$ cat src/design/dtg_map.svh
// register offsets, field positions and reset values of the deadtime generator
`ifndef DTG_MAP_SVH
`define DTG_MAP_SVH
`define DTG_CTRL_OFFSET 4'h0
`define DTG_STATUS_OFFSET 4'h4
`define DTG_CTRL_SWEN_BIT 0
`define DTG_CTRL_RESET 1'h1
`define DTG_STATUS_HIGH_LSB 0
`define DTG_STATUS_LOW_LSB 3
`define DTG_STATUS_CMD_LSB 6
`define DTG_STATUS_BUSY_LSB 9
`define DTG_DEAD_CYCLES 8
`endif

$ cat src/design/dtg_pkg.sv
// shared types of the deadtime generator
package dtg_pkg;
   localparam int unsigned CHANNELS = 3;
   typedef logic [CHANNELS-1:0] dtg_phase_t;
   typedef enum logic [1:0] {
      DTG_REG_CTRL,
      DTG_REG_STATUS,
      DTG_REG_NONE
   } dtg_reg_t;
endpackage

$ cat src/design/dtg_deadtime_top.sv
// three-channel deadtime generator with a classic wishbone register slave
//
// Decided for this implementation: register access over Wishbone and the register offsets.
`timescale 1ns/1ps
`include "dtg_map.svh"
`default_nettype none
module dtg_deadtime_top #(
   parameter int unsigned DEAD_CYCLES = `DTG_DEAD_CYCLES
) (
   // clock and reset
   input wire logic mclk,
   input wire logic resetn,

   // phase commands from the pwm timer, asynchronous to mclk
   input wire logic phaseACmdIn,
   input wire logic phaseBCmdIn,
   input wire logic phaseCCmdIn,

   // enables gate the drives without waiting for a clock edge
   input wire logic phaseAEnable,
   input wire logic phaseBEnable,
   input wire logic phaseCEnable,
   input wire logic globalOutputEnable,

   // gate drive outputs, one pair per channel
   output logic phaseAHighDrive,
   output logic phaseALowDrive,
   output logic phaseBHighDrive,
   output logic phaseBLowDrive,
   output logic phaseCHighDrive,
   output logic phaseCLowDrive,

   // classic wishbone register slave
   input wire logic cyc_i,
   input wire logic stb_i,
   input wire logic we_i,
   input wire logic [3:0] adr_i,
   input wire logic [3:0] sel_i,
   input wire logic [31:0] dat_i,
   output logic [31:0] dat_o,
   output logic ack_o
);
   localparam int unsigned CH = dtg_pkg::CHANNELS;
   localparam int unsigned CW = (DEAD_CYCLES > 1) ? $clog2(DEAD_CYCLES) : 1;
   localparam logic [CW-1:0] LAST = CW'(DEAD_CYCLES - 1);

   // elaboration checks: counter, pin map and status word only serve these values
   initial begin
      if (DEAD_CYCLES < 1 || DEAD_CYCLES > 256) begin
         $error("DEAD_CYCLES out of range");
      end
      if (CH != 3) begin
         $error("the pin map serves exactly three channels");
      end
      if (DEAD_CYCLES > (1 << CW)) begin
         $error("deadtime counter too narrow");
      end
      if (`DTG_STATUS_BUSY_LSB + CH > 32) begin
         $error("status fields exceed the bus width");
      end
      if (`DTG_STATUS_LOW_LSB < `DTG_STATUS_HIGH_LSB + CH) begin
         $error("status fields overlap");
      end
   end

   function automatic dtg_pkg::dtg_reg_t decodeReg(input logic [3:0] adr);
      if (adr == `DTG_CTRL_OFFSET) begin
         return dtg_pkg::DTG_REG_CTRL;
      end else if (adr == `DTG_STATUS_OFFSET) begin
         return dtg_pkg::DTG_REG_STATUS;
      end
      return dtg_pkg::DTG_REG_NONE;
   endfunction

   // no wrap is possible: the sequencer stops counting at LAST
   function automatic logic [CW-1:0] nextCount(input logic [CW-1:0] count);
      return count + CW'(1);
   endfunction

   // one gate for both drives keeps the high and low shutdown paths identical
   function automatic dtg_pkg::dtg_phase_t gateDrive(
      input dtg_pkg::dtg_phase_t on,
      input dtg_pkg::dtg_phase_t en,
      input logic gate
   );
      return on & en & {CH{gate}};
   endfunction

   function automatic logic [31:0] ctrlWord(input logic swEn);
      logic [31:0] w;
      w = '0;
      w[`DTG_CTRL_SWEN_BIT] = swEn;
      return w;
   endfunction

   function automatic logic [31:0] statusWord(
      input dtg_pkg::dtg_phase_t high,
      input dtg_pkg::dtg_phase_t low,
      input dtg_pkg::dtg_phase_t cmd,
      input dtg_pkg::dtg_phase_t busy
   );
      logic [31:0] w;
      w = '0;
      w[`DTG_STATUS_HIGH_LSB +: CH] = high;
      w[`DTG_STATUS_LOW_LSB +: CH] = low;
      w[`DTG_STATUS_CMD_LSB +: CH] = cmd;
      w[`DTG_STATUS_BUSY_LSB +: CH] = busy;
      return w;
   endfunction

   dtg_pkg::dtg_phase_t cmdPins;
   dtg_pkg::dtg_phase_t chEnable;
   dtg_pkg::dtg_phase_t cmdMeta_q;
   dtg_pkg::dtg_phase_t cmdSync_q;
   dtg_pkg::dtg_phase_t target_q;
   dtg_pkg::dtg_phase_t target_d;
   dtg_pkg::dtg_phase_t busy_q;
   dtg_pkg::dtg_phase_t busy_d;
   dtg_pkg::dtg_phase_t highOn_q;
   dtg_pkg::dtg_phase_t highOn_d;
   dtg_pkg::dtg_phase_t lowOn_q;
   dtg_pkg::dtg_phase_t lowOn_d;
   logic [CW-1:0] count_q [CH];
   logic [CW-1:0] count_d [CH];
   dtg_pkg::dtg_phase_t cmdChanged;
   dtg_pkg::dtg_phase_t countDone;

   dtg_pkg::dtg_phase_t highGated;
   dtg_pkg::dtg_phase_t lowGated;
   logic globalGate;

   logic swEnable_q;
   logic swEnable_d;
   logic ack_q;
   logic ack_d;
   logic [31:0] rdData_q;
   logic [31:0] rdData_d;
   logic wbReq;
   logic wbWriteCtrl;
   dtg_pkg::dtg_reg_t wbTarget;

   assign cmdPins = {phaseCCmdIn, phaseBCmdIn, phaseACmdIn};
   assign chEnable = {phaseCEnable, phaseBEnable, phaseAEnable};

   always_ff @(posedge mclk or negedge resetn) begin
      if (!resetn) begin
         cmdMeta_q <= '0;
         cmdSync_q <= '0;
      end else begin
         cmdMeta_q <= cmdPins;
         cmdSync_q <= cmdMeta_q;
      end
   end

   // change and terminal-count decode per channel
   always_comb begin
      cmdChanged = cmdSync_q ^ target_q;
      for (int i = 0; i < CH; i++) begin
         countDone[i] = (count_q[i] == LAST);
      end
   end

   // per-channel deadtime sequencer; a single counter width for all keeps deadtime equal
   always_comb begin
      target_d = target_q;
      busy_d = busy_q;
      highOn_d = highOn_q;
      lowOn_d = lowOn_q;

      for (int i = 0; i < CH; i++) begin
         count_d[i] = count_q[i];
         if (cmdChanged[i]) begin
            // glitches only ever extend the dead interval
            target_d[i] = cmdSync_q[i];
            busy_d[i] = 1'b1;
            count_d[i] = '0;
            highOn_d[i] = 1'b0;
            lowOn_d[i] = 1'b0;
         end else if (busy_q[i]) begin
            // complementary drive after the full count
            // same count for every channel and edge
            // eight periods of mclk by default
            if (countDone[i]) begin
               busy_d[i] = 1'b0;
               // high follows command, low its complement
               highOn_d[i] = target_q[i];
               lowOn_d[i] = ~target_q[i];
            end else begin
               count_d[i] = nextCount(count_q[i]);
            end
         end
      end
   end

   // reset clears both drives of every channel
   // reset leaves every channel mid-deadtime so alignment waits a full count
   always_ff @(posedge mclk or negedge resetn) begin
      if (!resetn) begin
         target_q <= '0;
         busy_q <= '1;
         highOn_q <= '0;
         lowOn_q <= '0;
         for (int i = 0; i < CH; i++) begin
            count_q[i] <= '0;
         end
      end else begin
         target_q <= target_d;
         busy_q <= busy_d;
         highOn_q <= highOn_d;
         lowOn_q <= lowOn_d;
         for (int i = 0; i < CH; i++) begin
            count_q[i] <= count_d[i];
         end
      end
   end

   // enables gate combinationally so a fault shutdown needs no clock edge
   // global enable gates all six drives
   assign globalGate = globalOutputEnable & swEnable_q & resetn;
   // both low while busy, since the on flags are cleared
   // channel enable gates its own pair
   // channel gate per pair, global gate for all
   // gating sits after the sequencer, which keeps running
   assign highGated = gateDrive(highOn_q, chEnable, globalGate);
   assign lowGated = gateDrive(lowOn_q, chEnable, globalGate);

   // pin map: bit 0 is phase a, bit 2 is phase c
   assign phaseAHighDrive = highGated[0];
   assign phaseALowDrive = lowGated[0];

   assign phaseBHighDrive = highGated[1];
   assign phaseBLowDrive = lowGated[1];

   assign phaseCHighDrive = highGated[2];
   assign phaseCLowDrive = lowGated[2];

   // wishbone slave: ack one cycle after the request, dropped the cycle after
   assign wbReq = cyc_i & stb_i & ~ack_q;
   assign wbTarget = decodeReg(adr_i);
   assign wbWriteCtrl = wbReq & we_i & sel_i[0] & (wbTarget == dtg_pkg::DTG_REG_CTRL);

   always_comb begin
      swEnable_d = swEnable_q;
      ack_d = 1'b0;
      rdData_d = rdData_q;
      if (wbWriteCtrl) begin
         swEnable_d = dat_i[`DTG_CTRL_SWEN_BIT];
      end
      if (wbReq) begin
         ack_d = 1'b1;
         unique case (wbTarget)
            dtg_pkg::DTG_REG_CTRL: begin
               rdData_d = ctrlWord(swEnable_q);
            end
            dtg_pkg::DTG_REG_STATUS: begin
               rdData_d = statusWord(highGated, lowGated, cmdSync_q, busy_q);
            end
            dtg_pkg::DTG_REG_NONE: begin
               rdData_d = '0;
            end
         endcase
      end
   end

   // software output enable; status reads show the gated pins, as the drivers see them
   always_ff @(posedge mclk or negedge resetn) begin
      if (!resetn) begin
         swEnable_q <= `DTG_CTRL_RESET;
      end else begin
         swEnable_q <= swEnable_d;
      end
   end

   // bus answer registers
   always_ff @(posedge mclk or negedge resetn) begin
      if (!resetn) begin
         ack_q <= 1'b0;
         rdData_q <= '0;
      end else begin
         ack_q <= ack_d;
         rdData_q <= rdData_d;
      end
   end

   // both bus outputs come straight from flops
   assign ack_o = ack_q;
   assign dat_o = rdData_q;
endmodule
`default_nettype wire

$ cat config.mk
export PLATFORM = sky130hd
export DESIGN_NAME = dtg_deadtime_top
export DESIGN_NICKNAME = d
export VERILOG_FILES = /design/src/design/dtg_pkg.sv /design/src/design/dtg_deadtime_top.sv
export VERILOG_INCLUDE_DIRS = /design/src /design/src/design
export SDC_FILE = /design/constraint.sdc
export NUM_CORES = 1
export LEC_CHECK = 0
export BUFFER_PORTS_ARGS = -buffer_cell sky130_fd_sc_hd__buf_2
export CORE_ASPECT_RATIO = 1.5
export CORE_UTILIZATION = 49
export CTS_CLUSTER_DIAMETER = 100
export DETAILED_ROUTE_END_ITERATION = 10
export PLACE_DENSITY = 0.84
export SLEW_MARGIN = 20
export SYNTH_ARGS = -nofsm -noshare
export SYNTH_HDL_FRONTEND = slang
export SYNTH_SLANG_ARGS = --single-unit
$ cat constraint.sdc
create_clock -name mclk -period 2 [get_ports mclk]
set_input_delay 0 -clock mclk [delete_from_list [all_inputs] [get_ports mclk]]
set_output_delay 0 -clock mclk [all_outputs]
set_load 0.01 [all_outputs]
# Word-level counts from Yosys, hierarchy flattened
# Index checks and enable logic that the tools add are counted.
[totals]
register_bits = 61
inputBits = 52
out_inout_bits = 39
[op_classes]
reduce_logical = 14
muxes = 43
n_eq_ne = 9
bitwise_logic = 16
addsub = 3
[op_table]
columns = ["op", "n"]
rows = [
  ["32-bit one-hot mux with 3 select lines", 1],
  ["1-bit 2-to-1 mux", 30],
  ["3-bit 2-to-1 mux", 9],
  ["3-bit bitwise AND", 4],
  ["2-bit AND reduction", 6],
  ["2-bit nonzero test", 6],
  ["3-bit by 1-bit adder with 3-bit output (second input constant)", 3],
  ["3-bit equality test (second input constant)", 3],
  ["1-bit bitwise AND", 7],
  ["2-bit 2-to-1 mux", 3],
  ["2-bit inequality test (second input constant)", 3],
  ["4-bit by 3-bit equality test with 1-bit output (second input constant)", 1],
  ["4-bit zero test", 1],
  ["1-bit NOT", 4],
  ["3-bit XOR", 1],
  ["2-bit by 1-bit equality test with 1-bit output (second input constant)", 1],
  ["2-bit equality test (second input constant)", 1],
  ["2-bit zero test", 1],
]

# Logic depth before layout (Yosys ltp)
[depth]
word_depth = 6
mapped_depth = 5
ltp_nobuf = 5

# Worst setup path before layout
# OpenSTA, ideal clock, no wires.
[synth_timing]
path_kind = "reg-to-reg"
startpoint = "reg cmdSync_q[2]"
endpoint = "reg highOn_q[2]"
period_less_slack_ps = 1401
stages_incl_launch_ff = 5
setup_ps = 125
path_slack_ps = 599
arrival_ps = 1277
path_cell_list = "dfrtp_1 -> inv_1 -> ha_1 -> a21oi_1 -> mux2_2"
[synth_between]
elab_chain_cells = 3
word_cells_on_any_way = 5
[synth_lines]
columns = ["item", "line", "text"]
rows = [
  ["from (decl)", "dtg_deadtime_top.sv:114", "dtg_pkg::dtg_phase_t cmdSync_q;"],
  ["from (signal assigned)", "dtg_deadtime_top.sv:151", "cmdSync_q <= cmdMeta_q;"],
  ["3-bit XOR (*)", "dtg_deadtime_top.sv:157", "cmdChanged = cmdSync_q ^ target_q;"],
  ["net cmdChanged[2]", "dtg_deadtime_top.sv:125", "dtg_pkg::dtg_phase_t cmdChanged;"],
  ["2-bit nonzero test (no source line)", "n/a", ""],
  ["2-bit AND reduction (no source line)", "n/a", ""],
  ["to (signal assigned)", "dtg_deadtime_top.sv:209", "highOn_q <= highOn_d;"],
  ["to (decl)", "dtg_deadtime_top.sv:119", "dtg_pkg::dtg_phase_t highOn_q;"],
]
# The timed path passes the listed nets; every way through them passes the cells marked *.
# A chain may end at the register's enable or synchronous reset.

# Worst setup path in the final report
# Same ends and word-level chain as after synthesis.

==> summary.md <==
| Metric | Value |
|---|---|
| Status | `completed` |
| Max-cap violations | `0` |
| Routed len/inst | `12.03 µm` |
| Critical path buffer and inverter count | `1` |
| Worst-path cell chain | `inv_1 > ha_1 > a21oi_1 > mux2_2` |
| Number of vias per cell | `4.954` |
| Peak supply drop | `0.5704 mV` |
| Top FF cell, synth | `dfrtp_1` |
| Cell Pwr Density | `963.4 mW/mm²` |
| Highest cell delay on the worst timing path | `0.40 ns` |
| Pre-Repair DR Iteration Count | `4` |
| CTS Root Cell | `clkbuf_8` |
| Critical Path Start | `cmdSync_q[2]` |
| #FFs+latches synth | `41` |
| Most frequent cells in the layout | `37 x dfrtp_1, 36 x buf_2, 20 x conb_1, 18 x nand2_1, 12 x ha_1` |
| Final HPWL DP | `2284 µm` |
| I/O pin count | `91` |
| Synth async-reset ratio | `1.000` |
| Area grow syn2layout | `15.92%` |
| Pin count of the biggest net entering global routing | `30` |
| Initial Util | `0.5162` |
| Post-synth top area share | `0.4827` |
| Fillers | `308` |
| Largest area contributor in the netlist | `dfrtp_1` |
| Gr usage total | `0.1718` |
| Final setup violation count | `0` |
| Slowest CP cell | `dfrtp_1` |
| H-tree depth | `2` |
| Core Area | `0.003716 mm²` |
| Startpoint types | `register` |
| Synth cell types | `31` |
| First-pass GRT wire length | `5188 µm` |
| Sequential power share | `0.515` |
| Worst setup EP type | `register` |
| Final Hold Violating Endpoints | `0` |
| Period minus WS final | `1.584 ns` |
| Hold path startpoint | `adr_i[2]` |
| Width of the die | `53.09 µm` |
| Worst-path clk slew | `0.07 ns` |
| Routed WL | `3153 µm` |
| Leakage | `0.001201 µW` |
| Critical path arrival | `1.76 ns` |
| Setup TNS | `0 ns` |
| Mapped Avg Cell Area | `11.28 µm²` |
| GRT Residual Overflow | `0` |
| Post-synthesis sequential area ratio | `0.5375` |
| Fmax | `631.2 MHz` |
| Worst Clk Skew | `0.003599 ns` |
| Fraction of layout cells with a size suffix above 1 | `0.2740` |
| Final ANT Viol Nets | `0` |
| Final Wtd Congestion | `0.7293` |
| Port bufs | `36` |
| Ant. Diodes | `0` |
| Cell family with the largest share of critical-path delay | `flip-flops` |
| Final core utilization | `0.5983` |
| Die area | `0.004174 mm²` |
| Antenna violations before repair | `0` |
| DR DRC count | `0` |
| Post-synthesis instance total | `170` |
| RR Startpoint | `cmdSync_q[2]` |
| Synthesized area | `0.001918 mm²` |
| Main area contributors after synthesis | `dfrtp_1 48%, buf_4 7.8%, ha_1 7.8%` |
| Fin. max-slew vios | `0` |
| Classification of the worst-slack hold path | `input pin to register` |
| Clk sink count | `41` |
| TritonCTS Buffers | `5` |
| Vias in the first global route | `1,202` |
| Cell internal pwr | `1508 µW` |
| Most common cell after layout, fill and taps aside | `dfrtp_1` |
| Die Height | `78.63 µm` |
| Initial DRC Count | `16` |
| Sw power | `634.2 µW` |
| Via count | `1,298` |
| Critical path type | `register to register` |
| Total power | `2142 µW` |
| Sw frac | `0.2961` |
| Rows | `27` |
| Nets | `282` |
| Part of the power in combinational logic | `0.250` |
| YS warnings | `0` |
| Hold WS | `0.08631 ns` |
| RSZ-0062 raised after global routing | `no` |
| Fin crit share | `0.7921` |
| Clock Power Share | `0.235` |
| Clk_lat worst skew | `0.29 ns` |
| Worst-path fanout max | `7` |
| EDFF count, synth | `0` |
| TritonCTS clock tree | `done` |
| CTS max path bufs | `2` |
| Required @ worst endpoint | `2.18 ns` |
cells in the mapped netlist (3+ instances only):
| library cell | count |
|---|---|
| and2_1 | 3 |
| o21ai_0 | 4 |
| nor2_1 | 10 |
| and2_0 | 3 |
| dfrtp_1 | 37 |
| buf_4 | 20 |
| a31o_2 | 3 |
| nand2b_1 | 6 |
| dfstp_2 | 4 |
| nand2_1 | 18 |
| xor2_1 | 3 |
| ha_1 | 12 |
| nand3_1 | 8 |
| inv_1 | 7 |
| mux2_2 | 6 |
| a21oi_1 | 3 |
| mux2i_1 | 6 |
| and4_1 | 4 |
power by group through the flow:
stage	clock network, µW	registers, µW	logic, µW
after floorplan	0	1100	429
after global placement	0	1110	503
after detailed placement	0	1120	533
after CTS	521	1110	546
after global routing	546	1130	628
final	503	1100	535
worst reg2reg max path, stage by stage (launching register included):
cell,delay [ns]
dfrtp_1,0.40
inv_1,0.06
ha_1,0.39
a21oi_1,0.26
mux2_2,0.37
flip-flops by register name, indices dropped and copies added (netlist names):
name	count
highOn_q	3
dat_o	12
target_q	3
count_q	9
cmdMeta_q	3
ack_o	1
busy_q	3
cmdSync_q	3
lowOn_q	3
swEnable_q	1
cells by family after synthesis:
kind of cell | after synthesis | synth area share
xor+xnor | 3 | 0.01370
other cells | 1 | 0.001955
simple gates | 57 | 0.1546
fa+ha+maj | 12 | 0.07828
buf+inv | 30 | 0.09849
compound gates | 13 | 0.04305
mux | 13 | 0.07241
flops | 41 | 0.5375
area by class of cell:
class                           count  area [µm²]  area share
Clock buffer                        8       80.08     0.03602
Inverter                            8       30.03     0.01351
Multi-Input combinational cell    118       775.7      0.3489
Sequential cell                    41        1031      0.4637
Tap cell                           43       53.80     0.02420
Timing Repair Buffer               44       252.7      0.1137
final timing paths:
check / end / slack [ns] / cells past startpoint
setup / recovery: highOn_q[2] / 0.42 / 4
hold / removal: swEnable_q / 0.09 / 3
setup reg to reg: highOn_q[2] / 0.42 / 4
hold reg to reg: cmdSync_q[2] / 0.35 / 0
max in group asynchronous: busy_q[2] / 1.14 / 3
min in group asynchronous: dat_o[3] / 0.13 / 2
metrics by stage:
step	cell area (µm²)	std cells	setup slack (ns)
3_3_place_gp	2093	249	0.4855
2_1_floorplan	1989	189	0.5987
6_report	2223	262	0.4158
3_5_place_dp	2093	249	0.4537
5_1_grt	2223	262	0.3174
4_1_cts	2223	262	0.4117
metal layers:
metal | track usage | share of wire | vias up
li1 | - | - | 625
met1 | 0.1907 | 0.40 | 616
met2 | 0.2975 | 0.52 | 51
met3 | 0.03488 | 0.052 | 6
met4 | 0.08684 | 0.025 | 0
met5 | 0 | 0 | -
what timing repair did:
item | CTS | global route
setup buffers | 0 | 0
hold endpoints to repair | 16 | 0
hold buffers | 5 | 0
setup endpoints to repair | 0 | 0
gates resized for setup | 0 | 0
(Power assumes the default switching activity.)
